### src/bdce_pkg.sv
// Package with register map, field layout, reset values and timing for the delay/enable bank.
package bdce_pkg;
   // Register indices as printed; byte address is four times the index.
   localparam logic [7:0] BDCE_IDX_DELAYS = 8'h63;
   localparam logic [7:0] BDCE_IDX_ENABLES = 8'h64;
   localparam int BDCE_ADDR_W = 10;
   localparam logic [BDCE_ADDR_W-1:0] BDCE_ADDR_DELAYS = {BDCE_IDX_DELAYS, 2'b00};
   localparam logic [BDCE_ADDR_W-1:0] BDCE_ADDR_ENABLES = {BDCE_IDX_ENABLES, 2'b00};
   // Status register of the recovery timer, an offset chosen for this block.
   localparam logic [BDCE_ADDR_W-1:0] BDCE_ADDR_STATUS = 10'h1a0;
   // Field positions.
   localparam int BDCE_CELL_DLY_LSB = 8;
   localparam int BDCE_SW_DLY_LSB = 0;
   localparam int BDCE_DLY_W = 8;
   localparam int BDCE_BLOCK_EN_BIT = 14;
   localparam int BDCE_CELL_EN_W = 14;
   // Reset values.
   localparam logic [15:0] BDCE_DELAYS_RST = 16'h0000;
   localparam logic [15:0] BDCE_ENABLES_RST = 16'h0000;
   localparam logic [15:0] BDCE_ENABLES_MASK = 16'h7fff;
   // Timing: 96 us per delay step at a 25 MHz clock.
   localparam int BDCE_CLK_HZ = 25000000;
   localparam int BDCE_STEP_NS = 96000;
   localparam int BDCE_STEP_CYC = (BDCE_STEP_NS / 1000) * (BDCE_CLK_HZ / 1000000);
   localparam int BDCE_STEP_W = 12;
   // Balancing mode of the balancing engine.
   typedef enum logic [1:0] {
      BDCE_BAL_OFF,
      BDCE_BAL_MANUAL,
      BDCE_BAL_AUTO
   } bdce_bal_mode_t;
endpackage

### src/bdce_bank.sv
// Register bank for balancing recovery delays and scan channel enables, with the delay timer.
//
// The Avalon-MM slave port was left to the implementer.
`timescale 1ns/10ps
module bdce_bank (
   // Clock and reset.
   input wire logic CLK_I,
   input wire logic RSTN_I,
   // Avalon-MM slave.
   input wire logic [bdce_pkg::BDCE_ADDR_W-1:0] AVS_ADDRESS_I,
   input wire logic AVS_READ_I,
   input wire logic AVS_WRITE_I,
   input wire logic [31:0] AVS_WRITEDATA_I,
   input wire logic [3:0] AVS_BYTEENABLE_I,
   output logic [31:0] AVS_READDATA_O,
   output logic AVS_WAITREQUEST_O,
   output logic [1:0] AVS_RESPONSE_O,
   // Balancing context from the sequencer and balancing engine.
   input wire logic [1:0] BAL_MODE_I,
   input wire logic AUTO_BALANCE_SWITCH_DISABLE_I,
   input wire logic ALTERNATE_MUX_SELECT_I,
   input wire logic [1:0] BALANCE_MEASURE_SETTING_I,
   input wire logic PAIR_DONE_I,
   input wire logic ADC_REQ_I,
   input wire logic SCAN_ACTIVE_I,
   input wire logic SCAN_IS_ADC_I,
   // Outputs to the sequencer and analog front end.
   output logic ADC_START_O,
   output logic RECOVERY_BUSY_O,
   output logic [13:0] CELL_CHANNEL_ENABLE_O,
   output logic BLOCK_MEASURE_O,
   output logic BLOCK_DIVIDER_ON_O
);
   import bdce_pkg::*;

   logic [15:0] delays;
   logic [15:0] enables;
   logic ack;
   logic [31:0] rdata;
   logic [BDCE_DLY_W-1:0] steps_left;
   logic [BDCE_STEP_W-1:0] step_cnt;
   logic busy;
   logic divider_on;

   // Address decode and access qualification.
   wire hit_delays = AVS_ADDRESS_I == BDCE_ADDR_DELAYS;
   wire hit_enables = AVS_ADDRESS_I == BDCE_ADDR_ENABLES;
   wire hit_status = AVS_ADDRESS_I == BDCE_ADDR_STATUS;
   wire hit_any = hit_delays | hit_enables | hit_status;
   wire req = (AVS_READ_I | AVS_WRITE_I) & ~ack;
   wire wr = AVS_WRITE_I & ~ack;
   wire [15:0] be_mask = {{8{AVS_BYTEENABLE_I[1]}}, {8{AVS_BYTEENABLE_I[0]}}};

   // Merged write values honour byte enables; enables bit 15 is masked and reads back zero
   wire [15:0] next_delays = (delays & ~be_mask) | (AVS_WRITEDATA_I[15:0] & be_mask);
   wire [15:0] next_enables = ((enables & ~be_mask) | (AVS_WRITEDATA_I[15:0] & be_mask))
      & BDCE_ENABLES_MASK;

   wire [BDCE_DLY_W-1:0] cell_path_delay = delays[BDCE_CELL_DLY_LSB +: BDCE_DLY_W];
   wire [BDCE_DLY_W-1:0] switch_path_delay = delays[BDCE_SW_DLY_LSB +: BDCE_DLY_W];
   wire block_voltage_enable = enables[BDCE_BLOCK_EN_BIT];

   wire manual_use = (BAL_MODE_I == BDCE_BAL_MANUAL) & AUTO_BALANCE_SWITCH_DISABLE_I;
   wire auto_use = (BAL_MODE_I == BDCE_BAL_AUTO) & BALANCE_MEASURE_SETTING_I[1] & PAIR_DONE_I;
   wire [BDCE_DLY_W-1:0] sel_delay = ALTERNATE_MUX_SELECT_I ? switch_path_delay
      : cell_path_delay;
   wire trigger = ADC_REQ_I & ~busy & (manual_use | auto_use);
   wire step_end = step_cnt == BDCE_STEP_W'(BDCE_STEP_CYC - 1);

   // Read mux; unmapped addresses read zero.
   assign rdata = hit_delays ? {16'h0000, delays}
      : hit_enables ? {16'h0000, enables}
      : hit_status ? {23'h000000, busy, steps_left}
      : 32'h00000000;

   // Bus handshake: one wait cycle, then the acknowledge edge.
   always_ff @(posedge CLK_I) begin
      if (!RSTN_I) begin
         ack <= 1'b0;
         AVS_READDATA_O <= 32'h00000000;
         AVS_RESPONSE_O <= 2'b00;
      end else begin
         ack <= req;
         if (req) begin
            AVS_READDATA_O <= rdata;
            AVS_RESPONSE_O <= hit_any ? 2'b00 : 2'b11;
         end
      end
   end

   assign AVS_WAITREQUEST_O = (AVS_READ_I | AVS_WRITE_I) & ~ack;

   // Register writes; zero reset
   always_ff @(posedge CLK_I) begin
      if (!RSTN_I) begin
         delays <= BDCE_DELAYS_RST;
         enables <= BDCE_ENABLES_RST;
      end else if (wr) begin
         if (hit_delays) begin
            delays <= next_delays;
         end
         if (hit_enables) begin
            enables <= next_enables;
         end
      end
   end

   // step counting of 96 us units; zero means no wait.
   always_ff @(posedge CLK_I) begin
      if (!RSTN_I) begin
         busy <= 1'b0;
         steps_left <= '0;
         step_cnt <= '0;
      end else if (trigger) begin
         busy <= sel_delay != '0;
         steps_left <= sel_delay;
         step_cnt <= '0;
      end else if (busy) begin
         step_cnt <= step_end ? '0 : step_cnt + 1'b1;
         if (step_end) begin
            steps_left <= steps_left - 1'b1;
            busy <= steps_left != 8'h01;
         end
      end
   end

   always_ff @(posedge CLK_I) begin
      if (!RSTN_I) begin
         ADC_START_O <= 1'b0;
      end else begin
         ADC_START_O <= (ADC_REQ_I & ~busy & ~trigger)
            | (trigger & (sel_delay == '0))
            | (busy & step_end & (steps_left == 8'h01));
      end
   end

   always_ff @(posedge CLK_I) begin
      if (!RSTN_I) begin
         divider_on <= 1'b0;
      end else begin
         divider_on <= SCAN_ACTIVE_I & SCAN_IS_ADC_I & block_voltage_enable;
      end
   end

   assign CELL_CHANNEL_ENABLE_O = enables[BDCE_CELL_EN_W-1:0];
   assign BLOCK_MEASURE_O = block_voltage_enable & SCAN_IS_ADC_I;
   assign BLOCK_DIVIDER_ON_O = divider_on;
   assign RECOVERY_BUSY_O = busy;
endmodule

### config.mk
export PLATFORM = sky130hd
export DESIGN_NAME = bdce_bank
export DESIGN_NICKNAME = d
export VERILOG_FILES = /design/src/bdce_pkg.sv /design/src/bdce_bank.sv
export SDC_FILE = /design/constraint.sdc
export NUM_CORES = 1
export LEC_CHECK = 0
export ABC_AREA = 0
export BUFFER_PORTS_ARGS = -buffer_cell sky130_fd_sc_hd__buf_2
export CAP_MARGIN = 20
export CORE_ASPECT_RATIO = 2
export CORE_MARGIN = 1.5
export CORE_UTILIZATION = 46
export CTS_CLUSTER_DIAMETER = 60
export DETAILED_ROUTE_END_ITERATION = 10
export PLACE_DENSITY = 0.73
export SKIP_LAST_GASP = 1
export SYNTH_ARGS = -nofsm -noshare
export SYNTH_HDL_FRONTEND = slang
export SYNTH_SLANG_ARGS = --single-unit
### constraint.sdc
create_clock -name CLK_I -period 2.1 [get_ports CLK_I]
set_input_delay 0.21 -clock CLK_I [delete_from_list [all_inputs] [get_ports CLK_I]]
set_output_delay 0.21 -clock CLK_I [all_outputs]
set_load 0.1 [all_outputs]
After elaboration in Yosys (flattened, before gate mapping)
Index checks and enable logic that the tools add are counted.

Add/subtract/negate cells: 2. Equality and inequality tests: 8. Muxes and demuxes: 12. Bitwise operators: 30. Reductions and logical operators: 8.

Operators by type and width (count): bitwise AND 16 bit (2); 2-to-1 mux 8 bit (4); equality test 10 x 9 -> 1 bit, second input constant (3); 2-to-1 mux 16 bit (1); NOT 16 bit (1); bitwise OR 16 bit (1); bitwise AND 15 bit (1); 2-to-1 mux 15 bit (1); bitwise OR 15 bit (1); bitwise AND 1 bit (14); adder 12 x 1 -> 12 bit, second input constant (1); equality test 12 bit, second input constant (1); 2-to-1 mux 12 bit (1); 2-to-1 mux 9 bit (1); equality test 8 x 1 -> 1 bit, second input constant (1); logical NOT 8 bit (1); != test 8 x 1 -> 1 bit, second input constant (1); nonzero test 8 bit (1); subtractor 8 x 1 -> 8 bit, second input constant (1); bitwise OR 1 bit (6); AND reduction 2 bit (3); NOT 1 bit (4); nonzero test 2 bit (2); 2-to-1 mux 1 bit (3); 4 further kinds (4).

Register bits: 89. Bits of input ports: 60. Output and inout bits: 53. Word-level logic and storage cells: 70.

Logic depth before layout (Yosys ltp)
Depth in word-level cells: 9. Gate-level depth with buffers: 7. Mapped depth without buffers: 6.

Worst setup path after synthesis
Ideal clock, no wire load.

Path type: reg2reg. From: reg busy (netlist: RECOVERY_BUSY_O). To: reg steps_left[5]. Setup time: 0.074 ns. Arrival: 2.424 ns. Data required time: 2.026 ns. Slack: -0.398 ns. Cell stages (with the launch flop): 6. Path buffers: 1. Period minus slack after synthesis: 2.498 ns. Cells stage by stage: dfxtp_1 > nand2_1 > or4_4 > buf_6 > or4_1 > a31oi_1.

Word-level cells in the longest chain between the ends: 5. Elaborated cells on any way between the ends: 7. Those cells by class: 1 x mux; 3 x bitwise; 3 x reduce/logical.

Ends and longest elaborated chain: from (decl) (RTL line bdce_bank.sv:42) `logic busy;`; from (signal assigned) (RTL line bdce_bank.sv:111) `busy <= 1'b0;`; from (signal assigned) (RTL line bdce_bank.sv:115) `busy <= sel_delay != '0;`; from (signal assigned) (RTL line bdce_bank.sv:122) `busy <= steps_left != 8'h01;`; NOT 1 bit (RTL line bdce_bank.sv:67) `wire trigger = ADC_REQ_I & ~busy & (manual_use | auto_use);`; bitwise AND 1 bit (2 in a row) (RTL line bdce_bank.sv:67); nonzero test 2 bit (no line); AND reduction 2 bit (no line); to (signal assigned) (RTL line bdce_bank.sv:116) `steps_left <= sel_delay;`; to (signal assigned) (RTL line bdce_bank.sv:121) `steps_left <= steps_left - 1'b1;`; to (decl) (RTL line bdce_bank.sv:40) `logic [BDCE_DLY_W-1:0] steps_left;`.

Parallel ways exist; a longest one is shown, timed or not. A chain may end at the register's enable or synchronous reset.

Worst setup path in the final report
From: reg step_cnt[1]. To: reg steps_left[7].

Word-level cells in the longest chain between the ends: 3.

Ends and longest elaborated chain: from (decl) (RTL line bdce_bank.sv:41) `logic [BDCE_STEP_W-1:0] step_cnt;`; from (signal assigned) (RTL line bdce_bank.sv:119) `step_cnt <= step_end ? '0 : step_cnt + 1'b1;`; equality test 12 bit (RTL line bdce_bank.sv:68) `wire step_end = step_cnt == BDCE_STEP_W'(BDCE_STEP_CYC - 1);`; nonzero test 2 bit (no line); AND reduction 2 bit (no line).

No other way between the ends.

==> results.toml <==
[timing]
drv_slew = 0
slew_headroom = 0.651
clock_skew_ns = 0.00698
hold_violations = 0
max_freq_ghz = 0.494
min_period_ns = 2.02
finalWorstSetupSlack_ns = 0.0750
min_period_over_period = 0.964
setup_viol = 0
tightest_slew_ns = 0.523
fin_setup_tns_ns = 0
grt_setup_unrepaired = "no"

[logic_synthesis]
ys_seq_elements = 72
synth_edf_count = 0
synth_area_leaders = "dfxtp_1, mux2i_1, buf_4"
synthesis.area_mm2 = 0.00368
ys_types = 51
yosys_warnings = 0
ys_seq_area_frac = 0.391
syn-mean-instance-area_um2 = 8.79
yosys.area.top_type_share = 0.391
ys.flop_type = "dfxtp_1"
async_reset_ff_frac = 0
syn_inst = 419
synth_area_leader_cell = "dfxtp_1"

[route]
first_iter_violations = 193
drtPass1Iterations = 4
wl_um = 8460
viasPerCell = 5.33
drc = 0
vias = 3133
ant_nets = 0
wl_per_cell_um = 14.4

[run_status]
outcome = "complete, no violations"

[setup_path]
path_max_fanout = 7
crit_required_ns = 2.33
start_kind = "register"
rrSetupSlack_ns = 0.08
ff2ff_path_depth = 5
path_class = "register to register"
critPathCaptureType = "register"
rr_endpoint = "steps_left[7]$_SDFFE_PN0P_"
arrival_ns = 2.25
reg2reg_from = "step_cnt[1]$_SDFFE_PP0P_"

[global_routing]
grt_first_pass_wirelength_um = 13800
grt_overflow_total = 0
grt_pass1_vias = 2844
track_usage = 0.211
antenna_found_initial = 0
grt_max_degree = 39

[layout]
areaGrowthSynthToFinish_pct = 18.6
fill_cells = 758
final_cell_mix = "buf_2, dfxtp_1, nor2_1, mux2i_1, a21oi_1"
layout-drive-gt1-share = 0.272
diodes = 0
fin_util = 0.558
layout_commonest_cell = "buf_2"
final_nets = 551
multiInputGateArea_mm2 = 0.00197
seq_area_mm2 = 0.00145

[clocking]
tritoncts = "yes"
clk_pin_slew_ns = 0.05
hold_buffers = 0
cts_made_buffers = 9
max-clock-path-buffers = 2
cts_root_buf = "clkbuf_16"
htreeDepth = 3
cts.sinks = 72
insertion_delay_ns = 0.34

[placement]
hpwl_um = 6180
pre_cts_slack_ns = 0.000345
finalWeightedCongestion = 0.813
portBuffers = 77

[floorplan]
start_util = 0.471
row_count = 46
die_area_mm2 = 0.00859
ios = 113
die_width_um = 66.3
die_h_um = 130
coreArea_mm2 = 0.00783

[hold_path]
min_to = "BLOCK_DIVIDER_ON_O$_SDFF_PN0_"
min_delay_path_depth = 2
min_from = "SCAN_ACTIVE_I"
hold_path_class = "input port to register"

[power_and_ir_drop]
p_leak_nw = 2.01
ir_drop_v = 0.000547
powerDensity_mw_per_mm2 = 705

[flow_run]
drv_cap = 0
-- where the power goes --
part / internal (mW) / leakage (nW) / switching (mW)
clock: 0.784 / 0.125 / 0.538
combinational: 0.0838 / 1.30 / 0.286
sequential: 1.38 / 0.584 / 0.0112
-- final cells by class --
| type | instances | area share |
|---|---|---|
| clock inverters | 4 | 0.00515 |
| multi-input cells | 302 | 0.451 |
| flip-flops and latches | 72 | 0.332 |
| well taps | 96 | 0.0275 |
| repair buffers | 96 | 0.124 |
| clock buffers | 11 | 0.0532 |
| inverters | 7 | 0.00687 |
-- critical path, stage by stage (launching register included) --
cell and delay [ns]:
dfxtp_4 0.36, ha_4 0.14, nand4_2 0.11, or4_4 0.58
o311a_2 0.42, o31a_1 0.30
-- cell usage after synthesis (5+ instances only) --
master    number
a22o_1         6
mux2_2         8
and2_1        10
o21ai_0       19
nor2_1        51
nand4_1        9
dfxtp_1       72
nor4_1         9
mux2i_1       32
a22oi_1        5
nand3b_1      22
a21oi_1       28
xnor2_1       11
buf_4         31
nand2_1       23
clkbuf_1      19
inv_1          7
-- metrics by stage --
stage | power (mW) | hold slack, ns | cell area [µm²] | instances
final | 3.08 | 0.102 | 4370 | 588
after global routing | 3.18 | 0.119 | 4370 | 588
after CTS | 3.10 | 0.103 | 4350 | 587
after detailed placement | 1.79 | 0.441 | 4090 | 572
after global placement | 1.79 | 0.436 | 4090 | 572
after floorplan | 1.73 | 0.354 | 3750 | 434
-- worst max-delay path by stage --
| stage | slack (ns) | start | endpoint |
|---|---|---|---|
| after floorplan | 0.01 | step_cnt[0]$_SDFFE_PP0P_ | steps_left[5]$_SDFFE_PN0P_ |
| after global placement | 0.06 | step_cnt[0]$_SDFFE_PP0P_ | steps_left[2]$_SDFFE_PN0P_ |
| after detailed placement | 0.0003 | step_cnt[0]$_SDFFE_PP0P_ | steps_left[7]$_SDFFE_PN0P_ |
| after CTS | 0.02 | step_cnt[0]$_SDFFE_PP0P_ | steps_left[7]$_SDFFE_PN0P_ |
| after global routing | 0.006 | step_cnt[1]$_SDFFE_PP0P_ | steps_left[2]$_SDFFE_PN0P_ |
| final | 0.08 | step_cnt[1]$_SDFFE_PP0P_ | steps_left[7]$_SDFFE_PN0P_ |
-- metal layers --
| layer | wire, µm | up-vias | global-route usage |
|---|---|---|---|
| li1 | - | 1578 | - |
| met1 | 3840 | 1438 | 0.272 |
| met2 | 3930 | 102 | 0.331 |
| met3 | 481 | 15 | 0.0477 |
| met4 | 215 | 0 | 0.0996 |
| met5 | 0 | - | 0 |
-- kinds of logic after synthesis --
logic type,count (synthesis),share of synthesized area
mux,40,0.111
fa+ha+maj,3,0.0102
buf+inv,60,0.0948
simple gates,159,0.245
compound gates,70,0.113
other cells,1,0.00102
flops,72,0.391
xor+xnor,14,0.0333
-- repair_timing --
action	in CTS	in global routing
setup endpoints to repair	2	4
pin swaps	1	2
setup buffers	0	1
gates resized for setup	1	5
No activity file was read; power rests on OpenSTA's default activity.
